<file path="config.mk">
export PLATFORM = sky130hd
export DESIGN_NAME = dsoc_ctrl
export DESIGN_NICKNAME = d
export VERILOG_FILES = /design/src/dsoc_pkg.sv /design/src/dsoc_ctrl.sv /design/src/dsoc_buf.sv
export VERILOG_INCLUDE_DIRS = /design/src
export SDC_FILE = /design/constraint.sdc
export NUM_CORES = 1
export LEC_CHECK = 0
export BUFFER_PORTS_ARGS = -buffer_cell sky130_fd_sc_hd__buf_2
export CAP_MARGIN = 15
export CORE_ASPECT_RATIO = 1.1
export CORE_UTILIZATION = 55
export CTS_BUF_LIST = sky130_fd_sc_hd__clkbuf_4
export DETAILED_ROUTE_END_ITERATION = 6
export PLACE_DENSITY = 0.75
export SYNTH_ARGS = -nofsm -noshare
export SYNTH_HDL_FRONTEND = slang
export SYNTH_SLANG_ARGS = --single-unit
</file>
<file path="constraint.sdc">
create_clock -name clk_i -period 6.4 [get_ports clk_i]
set_clock_uncertainty 0.15 [all_clocks]
set_input_delay 1.28 -clock clk_i [delete_from_list [all_inputs] [get_ports clk_i]]
set_output_delay 1.28 -clock clk_i [all_outputs]
set_load 0.01 [all_outputs]
</file>
<file path="src/dsoc_defs.svh">
/*
  constants for the deserializer output-state control block: code fields,
  modulation divider counts, oscillator half periods and timing counts.
  assumes a 250 MHz system clock; included by bare name.
*/
`ifndef DSOC_DEFS_SVH
`define DSOC_DEFS_SVH
`define DSOC_SSC_W          4
`define DSOC_OSC_W          3
`define DSOC_DATA_W         27
`define DSOC_SSC_OFF        4'h0
`define DSOC_OSC_OFF        3'h0
// modulation periods in system-clock cycles, normal range
`define DSOC_MOD_HI_0       16'h0878
`define DSOC_MOD_HI_1       16'h0514
`define DSOC_MOD_HI_2       16'h0364
`define DSOC_MOD_HI_3       16'h028A
// low-frequency range
`define DSOC_MOD_LO_0       16'h026C
`define DSOC_MOD_LO_1       16'h0172
`define DSOC_MOD_LO_2       16'h0102
`define DSOC_MOD_LO_3       16'h00C0
// deviation steps in quarter percent: 0.5 1.0 1.5 2.0
`define DSOC_DEV_0          4'h2
`define DSOC_DEV_1          4'h4
`define DSOC_DEV_2          4'h6
`define DSOC_DEV_3          4'h8
// oscillator half periods at 250 MHz: 41.7,25,17.9,12.5,10.4,8.3,6.3 MHz
`define DSOC_OSC_HP_1       8'h03
`define DSOC_OSC_HP_2       8'h05
`define DSOC_OSC_HP_3       8'h07
`define DSOC_OSC_HP_4       8'h0A
`define DSOC_OSC_HP_5       8'h0C
`define DSOC_OSC_HP_6       8'h0F
`define DSOC_OSC_HP_7       8'h14
// relock acquisition time in ns and its derived cycle count
`define DSOC_ACQ_NS         400
`define DSOC_CLK_NS         4
`define DSOC_ACQ_CYC        ((`DSOC_ACQ_NS + `DSOC_CLK_NS - 1) / `DSOC_CLK_NS)
`endif

</file>
<file path="src/dsoc_pkg.sv">
/*
  types shared by the output-state control block and its buffer.
  assumes dsoc_defs.svh for widths.
*/
`default_nettype none
`include "dsoc_defs.svh"
package dsoc_pkg;
  typedef enum logic [2:0] {
    DSOC_OFF,
    DSOC_ACQUIRE,
    DSOC_LOCKED,
    DSOC_SLEEP
  } dsoc_state_e;

  typedef struct packed {
    logic [`DSOC_SSC_W-1:0] spread_select_code;
    logic                   low_freq_range_select;
    logic                   output_state_select;
    logic [`DSOC_OSC_W-1:0] oscillator_freq_select;
  } dsoc_cfg_s;

  typedef struct packed {
    logic [23:0] data;
    logic [2:0]  ctrl;
  } dsoc_word_s;
endpackage
`default_nettype wire

</file>
<file path="src/dsoc_ctrl.sv">
/*
  output-state and clocking control for the receive side of a serial link:
  spread modulation, power-down, stream-stop sleep, lock sequence, output
  state selection and fallback oscillator. assumes stream_present_i comes
  from clock recovery, already synchronous to clk_i.
*/
`default_nettype none
`include "dsoc_defs.svh"
module dsoc_ctrl (
  input  wire logic                 clk_i,
  input  wire logic                 rst_b_i,
  input  wire logic                 power_down_bar_i,
  input  wire logic                 stream_present_i,
  input  wire logic                 rec_clk_i,
  input  wire dsoc_pkg::dsoc_word_s rec_word_i,
  input  wire logic                 rec_valid_i,
  output logic                      rec_ready_o,
  input  wire dsoc_pkg::dsoc_cfg_s  strap_cfg_i,
  input  wire dsoc_pkg::dsoc_cfg_s  sw_cfg_i,
  input  wire logic                 sw_cfg_wr_i,
  input  wire logic                 out_ready_i,
  output logic                      recovered_clock_out_o,
  output logic                      recovered_clock_out_oe_b_o,
  output dsoc_pkg::dsoc_word_s      par_out_o,
  output logic                      par_out_oe_b_o,
  output logic                      par_valid_o,
  output logic                      lock_o,
  output logic                      lock_oe_b_o,
  output logic                      test_pass_o,
  output logic                      test_pass_oe_b_o,
  output logic                      mod_enable_o,
  output logic [3:0]                mod_dev_o,
  output logic                      mod_tick_o
);
  //////////////////////////////////////////////////////////////////////////
  dsoc_pkg::dsoc_state_e state_reg;
  dsoc_pkg::dsoc_state_e state_next;
  dsoc_pkg::dsoc_cfg_s   sw_cfg_reg;
  logic                  sw_written_reg;
  dsoc_pkg::dsoc_cfg_s   cfg;
  logic [9:0]            acq_cnt_reg;
  logic [15:0]           mod_cnt_reg;
  logic [15:0]           mod_period;
  logic [7:0]            osc_cnt_reg;
  logic                  osc_reg;
  logic                  osc_active;
  logic                  clk_src_osc_reg;
  logic                  clk_lvl;
  dsoc_pkg::dsoc_word_s  buf_word;
  logic                  buf_valid;
  logic                  buf_ready;
  logic                  buf_push;
  logic                  buf_pop;
  logic                  rec_room_next;

  localparam logic [9:0] ACQ_CYC = 10'(`DSOC_ACQ_CYC);

  function automatic logic [15:0] mod_div(input logic [3:0] code, input logic lf);
    logic [1:0] grp;
    grp = 2'((code - 4'h1) >> 2);
    if (lf) begin
      case (grp)
        2'h0:    mod_div = `DSOC_MOD_LO_0;
        2'h1:    mod_div = `DSOC_MOD_LO_1;
        2'h2:    mod_div = `DSOC_MOD_LO_2;
        default: mod_div = `DSOC_MOD_LO_3;
      endcase
    end else begin
      case (grp)
        2'h0:    mod_div = `DSOC_MOD_HI_0;
        2'h1:    mod_div = `DSOC_MOD_HI_1;
        2'h2:    mod_div = `DSOC_MOD_HI_2;
        default: mod_div = `DSOC_MOD_HI_3;
      endcase
    end
  endfunction

  function automatic logic [3:0] mod_step(input logic [3:0] code);
    case (2'(code - 4'h1))
      2'h0:    mod_step = `DSOC_DEV_0;
      2'h1:    mod_step = `DSOC_DEV_1;
      2'h2:    mod_step = `DSOC_DEV_2;
      default: mod_step = `DSOC_DEV_3;
    endcase
  endfunction

  function automatic logic [7:0] osc_half(input logic [2:0] sel);
    case (sel)
      3'h1:    osc_half = `DSOC_OSC_HP_1;
      3'h2:    osc_half = `DSOC_OSC_HP_2;
      3'h3:    osc_half = `DSOC_OSC_HP_3;
      3'h4:    osc_half = `DSOC_OSC_HP_4;
      3'h5:    osc_half = `DSOC_OSC_HP_5;
      3'h6:    osc_half = `DSOC_OSC_HP_6;
      default: osc_half = `DSOC_OSC_HP_7;
    endcase
  endfunction

  //////////////////////////////////////////////////////////////////////////
  // configuration: straps until software writes; power-down wipes the
  // software copy, sleep does not touch it
  always_ff @(posedge clk_i) begin
    if (!rst_b_i || !power_down_bar_i) begin
      sw_written_reg <= 1'b0;
      sw_cfg_reg     <= '0;
    end else if (sw_cfg_wr_i) begin
      sw_written_reg <= 1'b1;
      sw_cfg_reg     <= sw_cfg_i;
    end
  end

  assign cfg = sw_written_reg ? sw_cfg_reg : strap_cfg_i;

  //////////////////////////////////////////////////////////////////////////
  // link state
  always_comb begin
    state_next = state_reg;
    case (state_reg)
      dsoc_pkg::DSOC_OFF: begin
        if (power_down_bar_i) begin
          state_next = dsoc_pkg::DSOC_ACQUIRE;
        end
      end
      dsoc_pkg::DSOC_ACQUIRE: begin
        if (!stream_present_i) begin
          state_next = dsoc_pkg::DSOC_SLEEP;
        end else if (acq_cnt_reg == ACQ_CYC - 10'h001) begin
          state_next = dsoc_pkg::DSOC_LOCKED;
        end
      end
      dsoc_pkg::DSOC_LOCKED: begin
        if (!stream_present_i) begin
          state_next = dsoc_pkg::DSOC_SLEEP;
        end
      end
      dsoc_pkg::DSOC_SLEEP: begin
        if (stream_present_i) begin
          state_next = dsoc_pkg::DSOC_ACQUIRE;
        end
      end
      default: state_next = dsoc_pkg::DSOC_OFF;
    endcase
    if (!power_down_bar_i) begin
      state_next = dsoc_pkg::DSOC_OFF;
    end
  end

  always_ff @(posedge clk_i) begin
    if (!rst_b_i) begin
      state_reg <= dsoc_pkg::DSOC_OFF;
    end else begin
      state_reg <= state_next;
    end
  end

  always_ff @(posedge clk_i) begin
    if (!rst_b_i || state_reg != dsoc_pkg::DSOC_ACQUIRE) begin
      acq_cnt_reg <= 10'h000;
    end else begin
      acq_cnt_reg <= acq_cnt_reg + 10'h001;
    end
  end

  //////////////////////////////////////////////////////////////////////////
  // spread modulation: tick marks each modulation period end
  assign mod_period = mod_div(cfg.spread_select_code, cfg.low_freq_range_select);

  always_ff @(posedge clk_i) begin
    if (!rst_b_i) begin
      mod_cnt_reg  <= 16'h0000;
      mod_tick_o   <= 1'b0;
      mod_enable_o <= 1'b0;
      mod_dev_o    <= 4'h0;
    end else begin
      mod_enable_o <= (cfg.spread_select_code != `DSOC_SSC_OFF) &&
                      (state_reg == dsoc_pkg::DSOC_LOCKED);
      mod_dev_o    <= (cfg.spread_select_code == `DSOC_SSC_OFF) ? 4'h0 :
                      mod_step(cfg.spread_select_code);
      mod_tick_o   <= 1'b0;
      if (cfg.spread_select_code == `DSOC_SSC_OFF) begin
        mod_cnt_reg <= 16'h0000;
      end else if (mod_cnt_reg >= mod_period - 16'h0001) begin
        mod_cnt_reg <= 16'h0000;
        mod_tick_o  <= 1'b1;
      end else begin
        mod_cnt_reg <= mod_cnt_reg + 16'h0001;
      end
    end
  end

  //////////////////////////////////////////////////////////////////////////
  // fallback oscillator
  assign osc_active = (cfg.oscillator_freq_select != `DSOC_OSC_OFF);

  always_ff @(posedge clk_i) begin
    if (!rst_b_i || !osc_active) begin
      osc_cnt_reg <= 8'h00;
      osc_reg     <= 1'b0;
    end else if (osc_cnt_reg >= osc_half(cfg.oscillator_freq_select) - 8'h01) begin
      osc_cnt_reg <= 8'h00;
      osc_reg     <= ~osc_reg;
    end else begin
      osc_cnt_reg <= osc_cnt_reg + 8'h01;
    end
  end

  // source switches only when both clocks agree, so the output never glitches
  always_ff @(posedge clk_i) begin
    if (!rst_b_i) begin
      clk_src_osc_reg <= 1'b0;
    end else if (osc_reg == rec_clk_i) begin
      clk_src_osc_reg <= osc_active && state_reg != dsoc_pkg::DSOC_LOCKED;
    end
  end

  assign clk_lvl = clk_src_osc_reg ? osc_reg : rec_clk_i;

  //////////////////////////////////////////////////////////////////////////
  // data path buffer: a stall downstream holds words instead of dropping them
  dsoc_buf u_buf (
    .clk_i       (clk_i),
    .rst_b_i     (rst_b_i),
    .in_word_i   (rec_word_i),
    .in_valid_i  (buf_push),
    .in_ready_o  (buf_ready),
    .out_word_o  (buf_word),
    .out_valid_o (buf_valid),
    .out_ready_i (out_ready_i)
  );

  // ready is registered, so it must already promise room for the word taken
  // at the next edge; one word is held exactly when neither empty nor full
  assign buf_push      = rec_valid_i && rec_ready_o;
  assign buf_pop       = buf_valid && out_ready_i;
  assign rec_room_next = (state_next == dsoc_pkg::DSOC_LOCKED) &&
                         (buf_ready || buf_pop) &&
                         !(buf_valid && buf_ready && buf_push && !buf_pop);

  always_ff @(posedge clk_i) begin
    if (!rst_b_i) begin
      rec_ready_o <= 1'b0;
    end else begin
      rec_ready_o <= rec_room_next;
    end
  end

  //////////////////////////////////////////////////////////////////////////
  // output states
  always_ff @(posedge clk_i) begin
    if (!rst_b_i) begin
      recovered_clock_out_o      <= 1'b0;
      recovered_clock_out_oe_b_o <= 1'b1;
      par_out_o                  <= '0;
      par_out_oe_b_o             <= 1'b1;
      par_valid_o                <= 1'b0;
      lock_o                     <= 1'b0;
      lock_oe_b_o                <= 1'b1;
      test_pass_o                <= 1'b0;
      test_pass_oe_b_o           <= 1'b1;
    end else begin
      par_valid_o <= 1'b0;
      case (state_next)
        dsoc_pkg::DSOC_OFF: begin
          recovered_clock_out_oe_b_o <= 1'b1;
          par_out_oe_b_o             <= 1'b1;
          lock_oe_b_o                <= 1'b1;
          test_pass_oe_b_o           <= 1'b1;
          lock_o                     <= 1'b0;
          test_pass_o                <= 1'b0;
          recovered_clock_out_o      <= 1'b0;
          par_out_o                  <= '0;
        end
        dsoc_pkg::DSOC_LOCKED: begin
          recovered_clock_out_o      <= clk_lvl;
          recovered_clock_out_oe_b_o <= 1'b0;
          par_out_oe_b_o             <= 1'b0;
          lock_o                     <= 1'b1;
          lock_oe_b_o                <= 1'b0;
          test_pass_o                <= 1'b1;
          test_pass_oe_b_o           <= 1'b0;
          if (buf_valid && out_ready_i) begin
            par_out_o   <= buf_word;
            par_valid_o <= 1'b1;
          end
        end
        default: begin
          lock_o      <= 1'b0;
          lock_oe_b_o <= 1'b0;
          par_out_o   <= '0;
          test_pass_oe_b_o <= 1'b0;
          if (osc_active) begin
            recovered_clock_out_o      <= clk_lvl;
            recovered_clock_out_oe_b_o <= 1'b0;
            par_out_oe_b_o             <= 1'b0;
            test_pass_o                <= 1'b1;
          end else if (cfg.output_state_select) begin
            recovered_clock_out_o      <= 1'b0;
            recovered_clock_out_oe_b_o <= 1'b1;
            par_out_oe_b_o             <= 1'b1;
            test_pass_o                <= 1'b0;
          end else begin
            recovered_clock_out_o      <= 1'b0;
            recovered_clock_out_oe_b_o <= 1'b0;
            par_out_oe_b_o             <= 1'b0;
            test_pass_o                <= 1'b0;
          end
        end
      endcase
    end
  end
endmodule
`default_nettype wire

</file>
<file path="src/dsoc_buf.sv">
/*
  two-entry word buffer with valid/ready on both sides.
  assumes one clock and synchronous active-low reset.
*/
`default_nettype none
`include "dsoc_defs.svh"
module dsoc_buf (
  input  wire logic               clk_i,
  input  wire logic               rst_b_i,
  input  wire dsoc_pkg::dsoc_word_s in_word_i,
  input  wire logic               in_valid_i,
  output logic                    in_ready_o,
  output dsoc_pkg::dsoc_word_s    out_word_o,
  output logic                    out_valid_o,
  input  wire logic               out_ready_i
);
  dsoc_pkg::dsoc_word_s mem_reg [2];
  logic                 wr_ptr_reg;
  logic                 rd_ptr_reg;
  logic [1:0]           count_reg;
  logic                 push;
  logic                 pop;

  assign in_ready_o  = (count_reg != 2'h2);
  assign out_valid_o = (count_reg != 2'h0);
  assign out_word_o  = mem_reg[rd_ptr_reg];
  assign push        = in_valid_i & in_ready_o;
  assign pop         = out_valid_o & out_ready_i;

  always_ff @(posedge clk_i) begin
    if (push) begin
      mem_reg[wr_ptr_reg] <= in_word_i;
    end
  end

  always_ff @(posedge clk_i) begin
    if (!rst_b_i) begin
      wr_ptr_reg <= 1'b0;
      rd_ptr_reg <= 1'b0;
      count_reg  <= 2'h0;
    end else begin
      if (push) begin
        wr_ptr_reg <= ~wr_ptr_reg;
      end
      if (pop) begin
        rd_ptr_reg <= ~rd_ptr_reg;
      end
      count_reg <= count_reg + {1'b0, push} - {1'b0, pop};
    end
  end
endmodule
`default_nettype wire

</file>
==> reports/metrics.yaml, run 1 <==
detailed_routing:
  post_drt_via_cell_ratio: 5.23
  post_drt_wl_per_cell_um: 14.0
  first_iter_violations: 126
  drc_errors: 0
  first_pass_iters: 4
  routed_wl_um: 11200
  antenna_left: 0
  vias: 4165
worst_setup_path:
  cp-endpoint: "mod_cnt_reg[4]$_SDFF_PP0_"
  critPathLaunch: "strap_cfg_i[6]"
  worst-r2r-setup-slack_ns: 1.52
  crit_slowest_cell: "a221o_1"
  r2r_cells: 15
  cp.required_ns: 6.68
  endpoint_kind: "flop"
  r2r-end: "mod_cnt_reg[4]$_SDFF_PP0_"
  critPathLaunchType: "primary input"
  cp_cell_sequence: "buf_2 > nor2_1 > xnor2_1 > o21ai_0 > inv_1 > ha_1 > nor2_1 > nand2_1 > a31oi_1 > o211ai_1 > ha_1 > a2111o_1 > a31oi_1 > o21ai_1 > a221o_1 > nor3_1"
  cp_max_fo: 14
  rr_startpoint: "sw_written_reg$_SDFFE_PP0P_"
  critPathKind: "primary input to flop"
  worstPathArrival_ns: 5.17
  cpPeakStageDelay_ns: 0.57
sta:
  finalSetupTns_ns: 0
  finalCritPeriodShare: 0.765
  rsz0062_at_grt: "false"
  timing.fmax_ghz: 0.204
  drv_slew: 0
  worst_pin_slew_ns: 0.872
  post-route-min-period_ns: 4.90
  max-slew-margin-rel: 0.418
  hold_viol: 0
  finalSetupViolations: 0
  finalWorstSetupSlack_ns: 1.50
layout:
  area_growth_pct: 14.4
  fill_cells: 914
  antenna_cells: 0
  multiInputGateArea_um2: 2540
  most-common-layout-cells: "buf_2, dfxtp_1, nor2_1"
  largest_register_ff_count: 54
  final_common_cell: "buf_2"
  final_util: 0.646
  ff_latch_area_um2: 3460
  drive_above_1_share: 0.225
  nets: 721
place:
  dp_slack_ns: 1.03
  hpwl_um: 7980
  port_buffers: 93
  gp_congestion: 0.813
synth:
  synth_edf_count: 54
  yosys-mux-area-fraction: 0.0782
  seq_area_frac_synth: 0.562
  synthAdderAreaFrac: 0.0630
  yosys.cell_types.count: 52
  synth_area_um2: 6160
  synth_top_family_by_area: "simple AND/OR/NAND/NOR gates"
  ys.flop_type: "dfxtp_1"
  yosys_warnings: 0
  syn_inst: 538
  async_flop_share: 0
  ys_seq_elements: 146
  synth-xor-area-share: 0.0427
  synth-simple-area-share: 0.137
  yosys.area.top_type_share: 0.299
  syn_area_per_cell_um2: 11.4
  synth_top_area_cell: "dfxtp_1"
  netlist_top_cells_area: "dfxtp_1, edfxtp_1, mux2i_1"
  synth_compound_area_frac: 0.0863
clock_network:
  cts.repair.resized: 0
  numCtsBuffers: 17
  post_cts_buffers: 0
  root_buffer: "clkbuf_4"
  insertion_delay_ns: 0.53
  cts_tree: "done"
  clkSinkCount: 146
  cts_buffer_depth: 2
  cts-htree-levels: 4
  clkTransAtPathRegs_ns: 0.12
  ctsHoldBuffers: 0
pwr:
  power_density_nw_per_um2: 255
  ir_drop_mv: 0.117
  p_leak_nw: 2.79
floorplanning:
  dieWidth_um: 103
  core_um2: 10900
  row_count: 40
  ios: 95
  initial_core_util: 0.564
  die_area_um2: 11600
  die_h_um: 113
global_routing:
  grt_pass1_vias: 4046
  grt_max_degree: 56
  grt-ovfl-total: 0
  track_usage: 0.203
  grt_pass1_wl_um: 18200
  antenna_found_initial: 0
job:
  maxCapViolCount: 0
hold_path:
  holdCritPathClass: "flop to flop"
run_status:
  status: "completed"
-- worst min path at each step --
stage | from | end | slack, ns | cells past startpoint
6_report | acq_cnt_reg[0]$_SDFF_PP0_ | acq_cnt_reg[0]$_SDFF_PP0_ | 0.32 | 1
5_1_grt | acq_cnt_reg[0]$_SDFF_PP0_ | acq_cnt_reg[0]$_SDFF_PP0_ | 0.34 | 1
4_1_cts | acq_cnt_reg[0]$_SDFF_PP0_ | acq_cnt_reg[0]$_SDFF_PP0_ | 0.32 | 1
3_5_place_dp | acq_cnt_reg[0]$_SDFF_PP0_ | acq_cnt_reg[0]$_SDFF_PP0_ | 0.29 | 1
3_3_place_gp | acq_cnt_reg[0]$_SDFF_PP0_ | acq_cnt_reg[0]$_SDFF_PP0_ | 0.28 | 1
2_1_floorplan | acq_cnt_reg[0]$_SDFF_PP0_ | acq_cnt_reg[0]$_SDFF_PP0_ | 0.27 | 1
-- cells by family (layout without fill, tap and decap cells) --
family / count (synthesis) / in the layout
AND/OR/NAND/NOR: 166 / 166
adder cells (fa/ha/maj): 31 / 31
XOR/XNOR: 30 / 30
other: 2 / 7
multiplexers: 48 / 48
buffers and inverters: 39 / 146
flip-flops: 146 / 146
AO/OA/AOI/OAI: 76 / 76
-- Yosys cell counts, types with 6 or more instances --
cell       n
nor3_1    17
a21oi_1   11
nor2_1    69
clkbuf_1   9
inv_1     15
buf_2      6
nor3_2     9
mux2i_1   47
edfxtp_1  54
nand3_1   17
ha_1      31
xnor2_1   11
dfxtp_1   92
xor2_1    19
o21ai_0    8
a211oi_1  27
a21o_1     7
nor2b_1    6
nand2_1   15
-- report_power, final --
group          leakage [nW]  internal (mW)  total (mW)  switching, mW
combinational          1.41         0.0893       0.215          0.125
sequential             1.23          0.974       0.984        0.00961
clock                 0.149          0.243       0.599          0.356
-- per-layer routing --
layer	part of all wire	track usage	up-vias
met5	0	0	-
met4	0.011	0.0667	0
met3	0.062	0.0735	13
met2	0.50	0.353	98
met1	0.42	0.227	1923
li1	-	-	2131
-- area by class of cell --
class                      instances  area share
tap                              147      0.0261
timing repair buffer              98      0.0714
inverter                          16     0.00852
sequential                       146       0.492
clock buffer                      17      0.0181
clock inverter                    15      0.0243
multi-input combinational        358       0.360
-- critical path: cells and delay by family --
kind	cells	cell delay, ns
adder cells (fa/ha/maj)	2	0.60
buffers and inverters	2	0.41
AND/OR/NAND/NOR	4	0.71
AO/OA/AOI/OAI	7	2.07
XOR/XNOR	1	0.09
-- through the flow --
stage / instances / power [mW] / area, µm² / hold slack [ns]
final: 797 / 1.80 / 7050 / 0.321
after floorplan: 543 / 1.16 / 6180 / 0.268
after global placement: 765 / 1.21 / 6750 / 0.279
after CTS: 797 / 1.81 / 7050 / 0.318
after detailed placement: 765 / 1.22 / 6750 / 0.291
after global routing: 797 / 1.89 / 7050 / 0.337
Power figures use the tool's default switching activity.
==> run 2, diff against run 1 <==
==> constraint.sdc (replaced) <==
create_clock -name clk_i -period 4.85 [get_ports clk_i]
set_clock_uncertainty 0.15 [all_clocks]
set_input_delay 0.97 -clock clk_i [delete_from_list [all_inputs] [get_ports clk_i]]
set_output_delay 0.97 -clock clk_i [all_outputs]
set_load 0.01 [all_outputs]
==> run 2 against run 1 <==
Hold slack improved by 0.0046 ns. First-iteration DRC count rose by 18%. Sequential share of layout area decreased by 0.26 points. Critical path type is now flop to flop. Largest power group unchanged.
==> reports/metrics.yaml, run 2 (synthesized netlist as in run 1, its figures left out) <==
hold_path:
  holdCritPathClass: "flop to flop"
detailed_routing:
  first_iter_violations: 149  # +18%
  routed_wl_um: 11200  # about the same
  first_pass_iters: 4  # unchanged
  drc_errors: 0  # unchanged
  post_drt_wl_per_cell_um: 14.0  # -0.36%
  post_drt_via_cell_ratio: 5.35  # +2.4%
  antenna_left: 0  # unchanged
  vias: 4279  # +2.7%
worst_setup_path:
  worstPathArrival_ns: 4.64  # -0.53 ns
  cp_max_fo: 14  # unchanged
  cp.required_ns: 5.14  # -1.54 ns
  endpoint_kind: "flop"
  critPathLaunchType: "flop"
  critPathKind: "flop to flop"
sta:
  finalSetupTns_ns: 0  # unchanged
  finalWorstSetupSlack_ns: 0.497  # -1.00 ns
  post-route-min-period_ns: 4.35
  rsz0062_at_grt: "false"
  timing.fmax_ghz: 0.230
  finalSetupViolations: 0  # unchanged
  finalCritPeriodShare: 0.898
  worst_pin_slew_ns: 0.740  # -0.132 ns
  max-slew-margin-rel: 0.506  # +0.0877
  hold_viol: 0  # unchanged
  holdWs_ns: 0.325  # +0.00464 ns
  drv_slew: 0  # unchanged
global_routing:
  grt_busiest_layer: "met2"
  grt_pass1_wl_um: 18500  # +1.4%
  met3_usage: 0.0661  # -0.00741
  grtUsageMet1: 0.231  # +0.00318
  grt-ovfl-total: 0  # unchanged
  grt_max_degree: 55  # -1.8%
  grt_pass1_vias: 4173  # +3.1%
  antenna_found_initial: 0  # unchanged
  use_met2: 0.362  # +0.00844
  track_usage: 0.206  # +0.00271
pwr:
  p_leak_nw: 2.83  # +1.3%
  power_density_nw_per_um2: 341  # +34%
  ir_drop_mv: 0.155  # +32%
layout:
  most-common-layout-cells: "buf_2, dfxtp_1, nor2_1"
  final_util: 0.649  # +0.00367
  area_growth_pct: 15.1
  largest_register_ff_count: 54  # unchanged
  antenna_cells: 0  # unchanged
  fin_area_um2: 7090  # +0.57%
  nets: 724  # +0.42%
  drive_above_1_share: 0.231  # +0.00663
  final_common_cell: "buf_2"
  fill_cells: 914  # unchanged
floorplanning:
  initial_core_util: 0.564  # unchanged
  core_um2: 10900  # unchanged
  ios: 95  # unchanged
  dieWidth_um: 103  # unchanged
  row_count: 40  # unchanged
  die_area_um2: 11600  # unchanged
  die_h_um: 113  # unchanged
clock_network:
  clkSinkCount: 146  # unchanged
  cts-htree-levels: 4  # unchanged
  cts_buffer_depth: 2  # unchanged
  clkTransAtPathRegs_ns: 0.13  # about the same
  cts_tree: "done"
  insertion_delay_ns: 0.54  # about the same
  numCtsBuffers: 17  # unchanged
  post_cts_buffers: 0  # unchanged
  root_buffer: "clkbuf_4"
place:
  placed_area_um2: 6770  # +0.33%
  dp_slack_ns: 0.0799  # -0.950 ns
  hpwl_um: 7940  # -0.44%
  port_buffers: 93  # unchanged
  gp_congestion: 0.806  # -0.82%
run_status:
  status: "completed"
job:
  maxCapViolCount: 0  # unchanged
==> run 2: final timing paths <==
check,startpoint,to,slack (ns),cells after the start
max,sw_written_reg$_SDFFE_PP0P_,mod_cnt_reg[4]$_SDFF_PP0_,0.50,16
min reg2reg,state_reg[0]$_SDFF_PN0_,state_reg[1]$_SDFF_PN0_,0.33,2
max reg2reg,sw_written_reg$_SDFFE_PP0P_,mod_cnt_reg[4]$_SDFF_PP0_,0.50,16
min,state_reg[0]$_SDFF_PN0_,state_reg[1]$_SDFF_PN0_,0.33,2
==> run 2: repair_timing <==
item	CTS	global route
gates resized for setup	0	1
setup endpoints to repair	0	1
hold buffers	0	0
==> run 2: routing by layer <==
metal,vias up,routed length (µm)
li1,2133,-
met1,2023,4750
met2,111,5640
met3,12,658
met4,0,125
met5,-,0
==> run 2: cell type report <==
cell class                 instances  area (µm²)  area share
clock inverter                    13         173      0.0244
clock buffer                      19         143      0.0201
inverter                          16        60.1     0.00848
timing repair buffer             101         526      0.0742
multi-input combinational        358        2540       0.358
tap                              147         184      0.0260
sequential                       146        3460       0.489
==> run 2: power by group <==
part / internal (mW) / leakage [nW] / total (mW) / switching, mW
registers: 1.29 / 1.23 / 1.30 / 0.0117
logic: 0.120 / 1.42 / 0.287 / 0.167
clock network: 0.380 / 0.169 / 0.831 / 0.451
total: 1.79 / 2.83 / 2.41 / 0.629
==> run 2: stage by stage <==
stage | power, mW | instances
after floorplan | 1.54 | 543
after global placement | 1.60 | 768
after detailed placement | 1.61 | 768
after CTS | 2.43 | 800
after global routing | 2.53 | 800
final | 2.41 | 800
==> run 2: worst max-delay path, stage by stage (launching register included) <==
cell	delay, ns
dfxtp_2	0.49
buf_4	0.21
mux2i_1	0.29
o21a_1	0.18
or2_2	0.17
inv_1	0.12
ha_1	0.24
nor2_1	0.19
nand2_1	0.11
a31oi_1	0.18
o211ai_1	0.11
ha_1	0.32
a2111o_1	0.41
a31oi_1	0.15
o21ai_1	0.08
a221o_1	0.57
nor3_1	0.27
